**config.mk**
```make
export PLATFORM = sky130hd
export DESIGN_NAME = pll_synth_divider_control
export DESIGN_NICKNAME = d
export VERILOG_FILES = /design/src/rtl/pll_synth_divider_control.v
export VERILOG_INCLUDE_DIRS = /design/src /design/src/rtl
export SDC_FILE = /design/constraint.sdc
export NUM_CORES = 1
export LEC_CHECK = 0
export BUFFER_PORTS_ARGS = -buffer_cell sky130_fd_sc_hd__buf_4
export CAP_MARGIN = 20
export CORE_MARGIN = 8
export CORE_UTILIZATION = 50
export CTS_CLUSTER_SIZE = 40
export DETAILED_ROUTE_END_ITERATION = 7
export PLACE_DENSITY = 0.77
export SETUP_SLACK_MARGIN = 0.4
export SLEW_MARGIN = 20
export SYNTH_ARGS = -nofsm -noshare
export SYNTH_HDL_FRONTEND = slang
export SYNTH_SLANG_ARGS = --single-unit
```
**constraint.sdc**
```tcl
create_clock -name clock_i -period 5.35 [get_ports clock_i]
set_clock_uncertainty 0.05 [all_clocks]
set_input_delay 0.535 -clock clock_i [delete_from_list [all_inputs] [get_ports clock_i]]
set_output_delay 0.535 -clock clock_i [all_outputs]
set_load 0.005 [all_outputs]
```
**src/rtl/pll_synth_defines.vh**
```
// Purpose: Register offsets, field positions, reset values and timing counts of the PLL synthesizer core.
// Assumes: Included by its bare name; definitions only.
// Notes: Offsets are register addresses on the plain register port; each one selects a whole 16-bit register.
`ifndef PLL_SYNTH_DEFINES_VH
`define PLL_SYNTH_DEFINES_VH

// ----------------------------------------------------------------
// Register offsets
// ----------------------------------------------------------------
`define OFS_UNLOCK_JUDGE 8'h05
`define OFS_UNLOCK_SENS 8'h15
`define OFS_MODE_SELECT 8'h21
`define OFS_REF_RATE 8'h31
`define OFS_DIV_RATIO 8'h41
`define OFS_IRQ_STATUS 8'h50
`define OFS_IRQ_MASK 8'h51

// ----------------------------------------------------------------
// Fields and reset values
// ----------------------------------------------------------------
`define MODE_OFF 2'b00
`define MODE_DIRECT_LOW 2'b01
`define MODE_SWALLOW_HIGH 2'b10
`define MODE_SWALLOW_LOW 2'b11
`define RATIO_PROG_MSB 15
`define RATIO_PROG_LSB 4
`define RATIO_SWAL_MSB 3
`define RATIO_SWAL_LSB 0
`define IRQ_BIT_UNLOCK 0
`define IRQ_BIT_RELOAD 1
`define RST_NIBBLE 4'h0
`define RST_RATIO 16'h0000

// ----------------------------------------------------------------
// Timing
// ----------------------------------------------------------------
`define CLK_PERIOD_NS 10
`define PRESCALE_LOW 5'h0f
`define PRESCALE_HIGH 5'h10
// Phase error widths, in ns, that mark the loop as unlocked for each sensitivity.
`define UNLOCK_NS_0 40
`define UNLOCK_NS_1 160
`define UNLOCK_NS_2 640
`define UNLOCK_NS_3 2560

`endif

```
**src/rtl/pll_synth_divider_control.v**
```verilog
// Purpose: Digital core of a PLL frequency synthesizer: input select, divider, reference, comparator, pump, unlock.
// Assumes: All inputs synchronous to clock_i; oscillator inputs are already sampled logic levels.
// Notes: Pump pins are three-state: value, and an enable that is low while the pin is driven.
//
// Decided for this implementation: the strobed register port.
`timescale 1ns/100ps
`include "pll_synth_defines.vh"

// Functional notes
// RULE1: The synthesizer runs only while the operate-enable input is high.
// RULE2: With the operate-enable input low, every part of the synthesizer is held in its disabled state.
// RULE3: The mode register picks whether the high-band or low-band oscillator input feeds the divider.
// RULE4: The mode register picks direct division or pulse-swallow division.
// RULE5: The divider takes its ratio from the division ratio register written by software.
// RULE6: The divider divides the selected input by the programmed ratio and emits the divided pulse.
// RULE7: The reference generator gives one of twelve rates picked by the reference rate register.
// RULE8: The phase comparator turns the divided and reference pulses into a phase difference.
// RULE9: The unlock detector flags loss of lock with a selectable sensitivity, read in the unlock judge register.
// RULE10: The charge pump drives both error pins high, low or floating from the comparator result.
// RULE11: Mode 00 disables both inputs, 01 is direct on low band, 10 swallow on high band, 11 swallow on low band.
// RULE12: The swallow counter is a 4-bit down-counter and the programmable counter a 12-bit down-counter.
// RULE13: The upper 12 ratio bits load the programmable counter and, in swallow mode, the lower 4 the swallow counter.
// RULE14: With both inputs disabled the comparator, reference generator and pump still run.
// RULE15: The pump floats with no phase difference and drives only while the two edges differ.
module pll_synth_divider_control #(
  parameter REF_UNIT_CYCLES = 100
) (
  input wire clock_i,
  input wire srst_i,
  input wire operate_enable_i,
  input wire high_band_osc_input_i,
  input wire low_band_osc_input_i,
  input wire [7:0] addr_i,
  input wire [15:0] wdata_i,
  input wire wr_i,
  input wire rd_i,
  output reg [15:0] rdata_o,
  output reg loop_error_out_a_o,
  output reg loop_error_out_a_oe_n_o,
  output reg loop_error_out_b_o,
  output reg loop_error_out_b_oe_n_o,
  output reg high_band_select_o,
  output reg low_band_select_o,
  output reg irq_o
);

  // Unlock limits in whole clock cycles; an error width shorter than one clock would round down to zero.
  localparam [11:0] UNLOCK_CYC_0 = `UNLOCK_NS_0 / `CLK_PERIOD_NS;
  localparam [11:0] UNLOCK_CYC_1 = `UNLOCK_NS_1 / `CLK_PERIOD_NS;
  localparam [11:0] UNLOCK_CYC_2 = `UNLOCK_NS_2 / `CLK_PERIOD_NS;
  localparam [11:0] UNLOCK_CYC_3 = `UNLOCK_NS_3 / `CLK_PERIOD_NS;

  // ----------------------------------------------------------------
  // Registers
  // ----------------------------------------------------------------
  reg [3:0] unlock_sens_q;
  reg [3:0] mode_q;
  reg [3:0] ref_rate_q;
  reg [15:0] ratio_q;
  reg unlock_ff_q;
  reg [1:0] irq_status_q;
  reg [1:0] irq_mask_q;

  reg osc_prev_q;
  reg [4:0] pres_cnt_q;
  reg [3:0] swal_cnt_q;
  reg [11:0] prog_cnt_q;
  reg div_pulse_q;
  reg [31:0] ref_cnt_q;
  reg ref_pulse_q;
  reg up_q;
  reg down_q;
  reg [11:0] err_cnt_q;

  // ----------------------------------------------------------------
  // Decoded controls
  // ----------------------------------------------------------------
  wire run = operate_enable_i; // see RULE1
  wire [1:0] mode = mode_q[1:0];
  wire inputs_on = run && (mode != `MODE_OFF);
  wire swallow = mode[1]; // see RULE4
  wire osc_sel = (mode == `MODE_SWALLOW_HIGH) ? high_band_osc_input_i : low_band_osc_input_i; // see RULE3
  wire osc_edge = inputs_on && osc_sel && !osc_prev_q;
  wire [11:0] ratio_prog = ratio_q[`RATIO_PROG_MSB:`RATIO_PROG_LSB];
  wire [3:0] ratio_swal = ratio_q[`RATIO_SWAL_MSB:`RATIO_SWAL_LSB];
  wire wr_hit_judge = wr_i && (addr_i == `OFS_UNLOCK_JUDGE);
  wire rd_hit_judge = rd_i && (addr_i == `OFS_UNLOCK_JUDGE);

  reg [31:0] ref_period;
  reg [11:0] unlock_limit;
  reg unlock_event;

  // ----------------------------------------------------------------
  // Reference rate and unlock sensitivity tables
  // ----------------------------------------------------------------
  always @*
  begin
    case (ref_rate_q) // see RULE7
      4'h0: ref_period = REF_UNIT_CYCLES * 1000;
      4'h1: ref_period = REF_UNIT_CYCLES * 400;
      4'h2: ref_period = REF_UNIT_CYCLES * 200;
      4'h3: ref_period = REF_UNIT_CYCLES * 160;
      4'h4: ref_period = REF_UNIT_CYCLES * 111;
      4'h5: ref_period = REF_UNIT_CYCLES * 100;
      4'h6: ref_period = REF_UNIT_CYCLES * 80;
      4'h7: ref_period = REF_UNIT_CYCLES * 40;
      4'h8: ref_period = REF_UNIT_CYCLES * 20;
      4'h9: ref_period = REF_UNIT_CYCLES * 10;
      4'ha: ref_period = REF_UNIT_CYCLES * 8;
      4'hb: ref_period = REF_UNIT_CYCLES * 4;
      default: ref_period = REF_UNIT_CYCLES * 1000;
    endcase
    // Only the two low bits of the sensitivity are stored; the upper bits read as zero.
    case (unlock_sens_q[1:0])
      2'b00: unlock_limit = UNLOCK_CYC_0;
      2'b01: unlock_limit = UNLOCK_CYC_1;
      2'b10: unlock_limit = UNLOCK_CYC_2;
      default: unlock_limit = UNLOCK_CYC_3;
    endcase
    unlock_event = run && (up_q ^ down_q) && (err_cnt_q >= unlock_limit); // see RULE9
  end

  // ----------------------------------------------------------------
  // Register port
  // ----------------------------------------------------------------
  always @(posedge clock_i)
  begin
    if (srst_i)
    begin
      unlock_sens_q <= `RST_NIBBLE;
      mode_q <= `RST_NIBBLE;
      ref_rate_q <= `RST_NIBBLE;
      ratio_q <= `RST_RATIO;
      irq_mask_q <= 2'h0;
      rdata_o <= 16'h0000;
    end
    else
    begin
      // A new ratio reaches the counters only at the next terminal count, so a running period is never cut short.
      if (wr_i)
      begin
        case (addr_i)
          `OFS_UNLOCK_SENS: unlock_sens_q <= {2'b00, wdata_i[1:0]};
          `OFS_MODE_SELECT: mode_q <= {2'b00, wdata_i[1:0]}; // see RULE11
          `OFS_REF_RATE: ref_rate_q <= wdata_i[3:0];
          `OFS_DIV_RATIO: ratio_q <= wdata_i; // see RULE5
          `OFS_IRQ_MASK: irq_mask_q <= wdata_i[1:0];
          default: ;
        endcase
      end
      if (rd_i)
      begin
        case (addr_i)
          `OFS_UNLOCK_JUDGE: rdata_o <= {15'h0000, unlock_ff_q};
          `OFS_UNLOCK_SENS: rdata_o <= {12'h000, unlock_sens_q};
          `OFS_MODE_SELECT: rdata_o <= {12'h000, mode_q};
          `OFS_REF_RATE: rdata_o <= {12'h000, ref_rate_q};
          `OFS_DIV_RATIO: rdata_o <= ratio_q;
          `OFS_IRQ_STATUS: rdata_o <= {14'h0000, irq_status_q};
          `OFS_IRQ_MASK: rdata_o <= {14'h0000, irq_mask_q};
          default: rdata_o <= 16'h0000;
        endcase
      end
      else
        rdata_o <= 16'h0000;
    end
  end

  // ----------------------------------------------------------------
  // Unlock flag and interrupts
  // ----------------------------------------------------------------
  always @(posedge clock_i)
  begin
    if (srst_i)
    begin
      unlock_ff_q <= 1'b0;
      irq_status_q <= 2'h0;
      irq_o <= 1'b0;
    end
    else
    begin
      // Reading or writing the judge register clears the flag; a new unlock in that cycle wins.
      if (unlock_event)
        unlock_ff_q <= 1'b1; // see RULE9
      else if (rd_hit_judge || wr_hit_judge)
        unlock_ff_q <= 1'b0;
      irq_status_q[`IRQ_BIT_UNLOCK] <= unlock_event ||
        (irq_status_q[`IRQ_BIT_UNLOCK] && !(wr_i && addr_i == `OFS_IRQ_STATUS && wdata_i[`IRQ_BIT_UNLOCK]));
      irq_status_q[`IRQ_BIT_RELOAD] <= div_pulse_q ||
        (irq_status_q[`IRQ_BIT_RELOAD] && !(wr_i && addr_i == `OFS_IRQ_STATUS && wdata_i[`IRQ_BIT_RELOAD]));
      // The interrupt level follows the status one cycle late, like every other output of this block.
      irq_o <= |(irq_status_q & irq_mask_q);
    end
  end

  // ----------------------------------------------------------------
  // Input selector and programmable divider
  // ----------------------------------------------------------------
  always @(posedge clock_i)
  begin
    if (srst_i || !inputs_on) // see RULE2
    begin
      osc_prev_q <= 1'b0;
      pres_cnt_q <= 5'h00;
      swal_cnt_q <= 4'h0;
      prog_cnt_q <= 12'h000;
      div_pulse_q <= 1'b0;
      high_band_select_o <= 1'b0;
      low_band_select_o <= 1'b0;
    end
    else
    begin
      osc_prev_q <= osc_sel;
      // The select outputs stand for the pull-down of the unused input: only the selected one is driven.
      high_band_select_o <= (mode == `MODE_SWALLOW_HIGH);
      low_band_select_o <= (mode != `MODE_SWALLOW_HIGH);
      div_pulse_q <= 1'b0;
      // The counters are cleared while the inputs are off, so the first rising input edge reaches terminal count
      // at once and loads the ratio; the divided period is exact from the second pulse on.
      if (osc_edge)
      begin
        if (!swallow || pres_cnt_q == 5'h00)
        begin
          // One prescaler output: the 12-bit counter steps, the 4-bit one steps while it is not zero.
          if (prog_cnt_q <= 12'h001) // see RULE6
          begin
            div_pulse_q <= 1'b1;
            prog_cnt_q <= ratio_prog; // see RULE13
            swal_cnt_q <= swallow ? ratio_swal : 4'h0;
            pres_cnt_q <= (swallow && ratio_swal != 4'h0) ? `PRESCALE_HIGH : `PRESCALE_LOW;
          end
          else
          begin
            prog_cnt_q <= prog_cnt_q - 12'h001; // see RULE12
            if (swal_cnt_q > 4'h1)
              pres_cnt_q <= `PRESCALE_HIGH;
            else
              pres_cnt_q <= `PRESCALE_LOW;
            if (swal_cnt_q != 4'h0)
              swal_cnt_q <= swal_cnt_q - 4'h1;
          end
        end
        else
          pres_cnt_q <= pres_cnt_q - 5'h01;
      end
    end
  end

  // ----------------------------------------------------------------
  // Reference generator, phase comparator and charge pump
  // ----------------------------------------------------------------
  always @(posedge clock_i)
  begin
    if (srst_i || !run) // see RULE2
    begin
      ref_cnt_q <= 32'h0000_0000;
      ref_pulse_q <= 1'b0;
      up_q <= 1'b0;
      down_q <= 1'b0;
      err_cnt_q <= 12'h000;
      loop_error_out_a_o <= 1'b0;
      loop_error_out_b_o <= 1'b0;
      loop_error_out_a_oe_n_o <= 1'b1;
      loop_error_out_b_oe_n_o <= 1'b1;
    end
    else
    begin
      // These run in mode 00 as well; only the input selector and divider stop there.
      // At-least compare: a switch to a shorter period takes effect within one cycle instead of after a wrap.
      if (ref_cnt_q >= ref_period - 32'h0000_0001) // see RULE14
      begin
        ref_cnt_q <= 32'h0000_0000;
        ref_pulse_q <= 1'b1;
      end
      else
      begin
        ref_cnt_q <= ref_cnt_q + 32'h0000_0001;
        ref_pulse_q <= 1'b0;
      end
      if ((up_q || ref_pulse_q) && (down_q || div_pulse_q)) // see RULE8
      begin
        up_q <= 1'b0;
        down_q <= 1'b0;
      end
      else
      begin
        up_q <= up_q || ref_pulse_q;
        down_q <= down_q || div_pulse_q;
      end
      if (up_q ^ down_q)
      begin
        if (err_cnt_q != 12'hfff)
          err_cnt_q <= err_cnt_q + 12'h001;
      end
      else
        err_cnt_q <= 12'h000;
      // Both pins carry the same level, so either one may drive the loop filter.
      loop_error_out_a_o <= up_q;
      loop_error_out_b_o <= up_q;
      loop_error_out_a_oe_n_o <= !(up_q ^ down_q); // see RULE10
      loop_error_out_b_oe_n_o <= !(up_q ^ down_q); // see RULE15
    end
  end

endmodule // pll_synth_divider_control

```
Word level (Yosys, flattened, before mapping)
Memories as Yosys holds them, arrays and structs flattened. A register that Yosys moved wholly into a read port is not among the register bits.
Cells that the tools add are included.
- word-level logic and storage cells: 118
- output and inout port bits: 23
- input port bits: 31
- register bits after elaboration: 120
- memories kept: 1
- memory bits (read-only): 240
- $add $sub $neg: 6
- reduce and logical (&&, ||, !) cells: 49
- bitwise logic cells: 6
- equal/unequal tests: 12
- mux-type cells: 17
- $lt $le $gt $ge: 4
- memory list (memory ; depth ; bits a word ; rd ports ; clocked after memory_dff ; write ports ; RTL line ; text):
    (no name shown) ; 16 ; 15 ; 1 ; 1 ; 0 ; pll_synth_divider_control.v:98 ; case (ref_rate_q)
- operators with widths (operator ; number):
    one-hot mux 16 bit (7 select lines) ; 1
    adder 32 x 1 -> 32 bit, second input constant ; 1
    >= comparator 32 bit ; 1
    subtractor 32 x 1 -> 32 bit, second input constant ; 1
    one-hot mux 9 bit (3 select lines) ; 1
    == test 8 x 7 -> 1 bit, second input constant ; 3
    2-to-1 mux 4 bit ; 5
    2-to-1 mux 5 bit ; 4
    == test 8 x 6 -> 1 bit, second input constant ; 2
    logical AND 1 bit ; 14
    adder 12 x 1 -> 12 bit, second input constant ; 1
    >= comparator 12 bit ; 1
    less-or-equal comparator 12 x 1 -> 1 bit, second input constant ; 1
    2-to-1 mux 12 bit ; 1
    != test 12 bit, second input constant ; 1
    AND reduction 2 bit ; 6
    subtractor 12 x 1 -> 12 bit, second input constant ; 1
    OR reduction 2 bit ; 5
    == test 8 x 3 -> 1 bit, second input constant ; 1
    == test 8 x 5 -> 1 bit, second input constant ; 1
    logical OR 1 bit ; 8
    nonzero test 4 bit ; 2
    zero test 1 bit ; 7
    nonzero test 2 bit ; 3
    other kinds (14) ; 22

Depth between registers and ports, before layout
- depth in word-level cells: 6
- gate-level depth with buffers: 15
- depth with buffers taken out: 13

Worst setup path after synthesis
Ideal clock, no wire load.
- kind: register to register
- start point: register ref_period[11] (netlist name)
- end point: register ref_cnt_q[10]
- period minus slack after synthesis: 3.653 ns
- slack: 1.697 ns
- cell stages (with the launch flop): 14
- data required time: 5.235 ns
- arrival time: 3.538 ns
- buffers on the path: 2
- library setup time: 0.065 ns
- cells stage by stage: dfxtp_1 -> or4_1 -> or3_1 -> nor3_1 -> buf_2 -> nand3_1 -> ha_1 -> a21o_1 -> a221o_1 -> a221oi_1 -> o211a_1 -> nand2_1 -> clkbuf_1 -> nor2_1
- word-level cells in the longest chain between the ends: 3
- ends and longest elaborated chain (element ; RTL line ; text):
    subtractor 32 x 1 -> 32 bit ; pll_synth_divider_control.v:270 ; if (ref_cnt_q >= ref_period - 32'h0000_0001)
    >= comparator 32 bit ; pll_synth_divider_control.v:270 ;
    OR reduction 2 bit (no line) ; -- ;
    end signal: assignment ; pll_synth_divider_control.v:277 ; ref_cnt_q <= ref_cnt_q + 32'h0000_0001;
    end: declaration ; pll_synth_divider_control.v:69 ; reg [31:0] ref_cnt_q;
No other way between the ends.
A chain may end at the register's enable or synchronous reset.

Final worst setup path
- start point: register ref_period[11] (netlist name)
- end point: register ref_cnt_q[14]
- word-level cells in the longest chain between the ends: 3
- ends and longest elaborated chain (element ; RTL line):
    subtractor 32 x 1 -> 32 bit ; pll_synth_divider_control.v:270
    >= comparator 32 bit ; pll_synth_divider_control.v:270
    OR reduction 2 bit (no line) ; --
No other way between the ends.

==> results_dict.tcl <==
set metrics [dict create \
    crit_path_end_kind "flip-flop" \
    portBuffers 53 \
    hold_viol_final 0 \
    slew_headroom_pct 42.0 \
    post_cts_buffers 0 \
    grtUsageMet3_pct 5.27 \
    async_flop_share_pct 0 \
    dp_cells 1038 \
    max_freq_mhz 256 \
    cts_sinks 135 \
    post-place-ws_ns 1.21 \
    die_w_um 135 \
    max-vdd-ir-drop_v 0.000227 \
    p_leak_nw 3.05 \
    setup_slack_ns 1.44 \
    die_y_um 135 \
    status "finished clean" \
    r2r_cells 13 \
    post_cts_resized 0 \
    grt_pass1_vias 5732 \
    drt_iter0_drc 383 \
    antenna_found_initial 0 \
    path_cells "or4_1 > or3_1 > nor3_1 > buf_4 > nand3_1 > ha_1 > and2_0 > a221o_1 > a221oi_1 > o211a_1 > nand2_1 > buf_8 > nor2_1" \
    r2r-end "ref_cnt_q[14]$_SDFF_PP0_" \
    ys_warn_count 0 \
    gp_congestion 0.887 \
    critPathLaunch "ref_period[11]$_SDFF_PP0_" \
    drive_gt1_share_pct 12.7 \
    period_minus_slack_ns 3.91 \
    via_count 5961 \
    final_core_util_pct 59.1 \
    grt_pass1_wl_um 27300 \
    fp-row-count 43 \
    cts-root-buf "clkbuf_16" \
    mostFrequentLayoutCells "dfxtp_1, nor2_1, nand2_1" \
    report.final.slew_viol_count 0 \
    top_usage_layer "met2" \
    cts.path.max_buffers 2 \
    drtAntennaViolNets 0 \
    wl_um 15900 \
    pin_count 54 \
    yosysTopAreaCellShare_pct 38.5 \
    grt_overflow_total 0 \
    critical_path_peak_fanout 25 \
    rsz0062_at_grt "false" \
    cts_max_level 4 \
    synth_flop_cell "dfxtp_1" \
    fin_area_um2 8180 \
    reg2reg_from "ref_period[11]$_SDFF_PP0_" \
    dpl_cell_area_um2 7530 \
    cts_tree "done" \
    vias_per_cell 5.57 \
    cp.arrival_ns 4.22 \
    cp-endpoint "ref_cnt_q[14]$_SDFF_PP0_" \
    syn_area_per_cell_um2 8.44 \
    power_density_nw_per_um2 279 \
    gr-usage-met1_pct 24.4 \
    fin_crit_sh_pct 73.1 \
    setup_violations 0 \
    ys_seq_area_share_pct 38.5 \
    max_stage_delay_ns 0.59 \
    dieArea_um2 18100 \
    grt_max_degree 35 \
    drc 0 \
    clk_latency_ns 0.42 \
    synth_area_leader_cell "dfxtp_1" \
    required_ns 5.66 \
    worstSetupPathType "flip-flop to flip-flop" \
    yosys-top-cells-area "dfxtp_1, ha_1, nor2_1" \
    drv_cap 0 \
    firstDrtPassIters 5 \
    cp_slowest_cell "or4_1" \
    nFillCells 1252 \
    worst-r2r-setup-slack_ns 1.44 \
    cts_hold_buf 0 \
    final_nets 961 \
    fin_cells 1071 \
    diodes 0 \
    initial_utilization_pct 50.8 \
    worst_slew_pin_slew_ns 0.864 \
    synthCells 832 \
    ys_ff_latch 135 \
    wl_per_cell_um 14.8 \
    cts_made_buffers 17 \
    layout_commonest_cell "dfxtp_1" \
    track_usage_pct 18.2 \
    area_growth_pct 16.4 \
    core_um2 13800 \
    synth.cell_area_um2 7020 \
    synth_nets 915 \
    clk_pin_slew_ns 0.07 \
    synthDistinctLibCells 69 \
    finalSetupTns_ns 0 \
    synth_edf_count 0 \
    grt_use_met2_pct 27.4 \
    start_kind "flip-flop" \
    hold_class "input port to flip-flop" \
    hpwl_um 11100 \
]
routing by layer:
metal | share of wire [%] | vias to the layer above
met5 | 0 | -
met4 | 1.5 | 0
met3 | 4.8 | 22
met2 | 45 | 118
met1 | 49 | 2774
li1 | - | 3047
how the worst min path moves through the flow:
stage / endpoint / slack (ns) / from / depth (start not counted)
after floorplan: ref_cnt_q[0]$_SDFF_PP0_ / 0.37 / ref_cnt_q[0]$_SDFF_PP0_ / 1
after global placement: ref_cnt_q[0]$_SDFF_PP0_ / 0.37 / ref_cnt_q[0]$_SDFF_PP0_ / 1
after detailed placement: ref_cnt_q[0]$_SDFF_PP0_ / 0.38 / ref_cnt_q[0]$_SDFF_PP0_ / 1
after CTS: ratio_q[5]$_SDFFE_PP0P_ / 0.30 / wdata_i[5] / 3
after global routing: ratio_q[6]$_SDFFE_PP0P_ / 0.30 / wdata_i[6] / 3
final: ratio_q[5]$_SDFFE_PP0P_ / 0.32 / wdata_i[5] / 3
kinds of logic after synthesis:
group / after synthesis / share of synthesized area, %
simple gates: 372 / 26.7
compound gates: 152 / 13.9
flops: 135 / 38.5
buf+inv: 59 / 3.79
xor+xnor: 52 / 6.48
fa+ha+maj: 52 / 9.26
mux: 10 / 1.43
registers in the layout, indices dropped and copies added, names as in the netlist, 2 cells and up:
name,flops
rdata_o,16
err_cnt_q,12
prog_cnt_q,12
unlock_sens_q,2
ref_period,15
mode_q,2
pres_cnt_q,5
ref_rate_q,4
swal_cnt_q,4
irq_status_q,2
ref_cnt_q,32
irq_mask_q,2
ratio_q,16
worst max-delay path: cells and delay by family (launching register included):
kind	cells	cell delay [ns]
flops	1	0.33
simple gates	7	1.78
buf+inv	2	0.49
fa+ha+maj	1	0.31
compound gates	3	0.89
cells in the mapped netlist, types with 3 or more instances:
cell and number:
dfxtp_1 135, nor2_1 102, nand2_1 68, nand3_1 64
a21oi_1 60, ha_1 52, xor2_1 31, nor3_1 27
inv_1 25, o21ai_0 22, clkbuf_1 21, xnor2_1 21
and2_1 18, nand4_1 15, and3_1 13, a211oi_1 12
mux2i_1 10, nand2b_1 10, nor2b_1 10, nor4_1 9
a22oi_1 8, buf_2 6, nand3b_1 6, a21o_1 5
or2_2 5, a221oi_1 4, a31oi_1 4, and4_1 4
nor3b_1 4, a21oi_2 3, buf_4 3, o31ai_1 3
o32ai_1 3, or3_1 3
through the flow:
stage	hold WS (ns)	power, W
6_report	0.318	0.00228
4_1_cts	0.303	0.00230
2_1_floorplan	0.368	0.00105
5_1_grt	0.300	0.00236
3_3_place_gp	0.375	0.00108
3_5_place_dp	0.384	0.00108
power by group:
part,switching [W],leakage (nW),internal [W]
combinational,0.0000300,1.66,0.0000216
clock,0.000509,0.308,0.000717
sequential,0.00000103,1.09,0.00101
total,0.000540,3.05,0.00174
cell type report:
class | count | area, µm² | area share, %
Multi-Input combinational cell | 638 | 4060 | 49.7
Tap cell | 180 | 225 | 2.75
Clock inverter | 15 | 201 | 2.46
Inverter | 25 | 93.8 | 1.15
Clock buffer | 17 | 425 | 5.20
Timing Repair Buffer | 61 | 465 | 5.69
Sequential cell | 135 | 2700 | 33.1
Note: power is estimated with default switching activity, not from simulation.
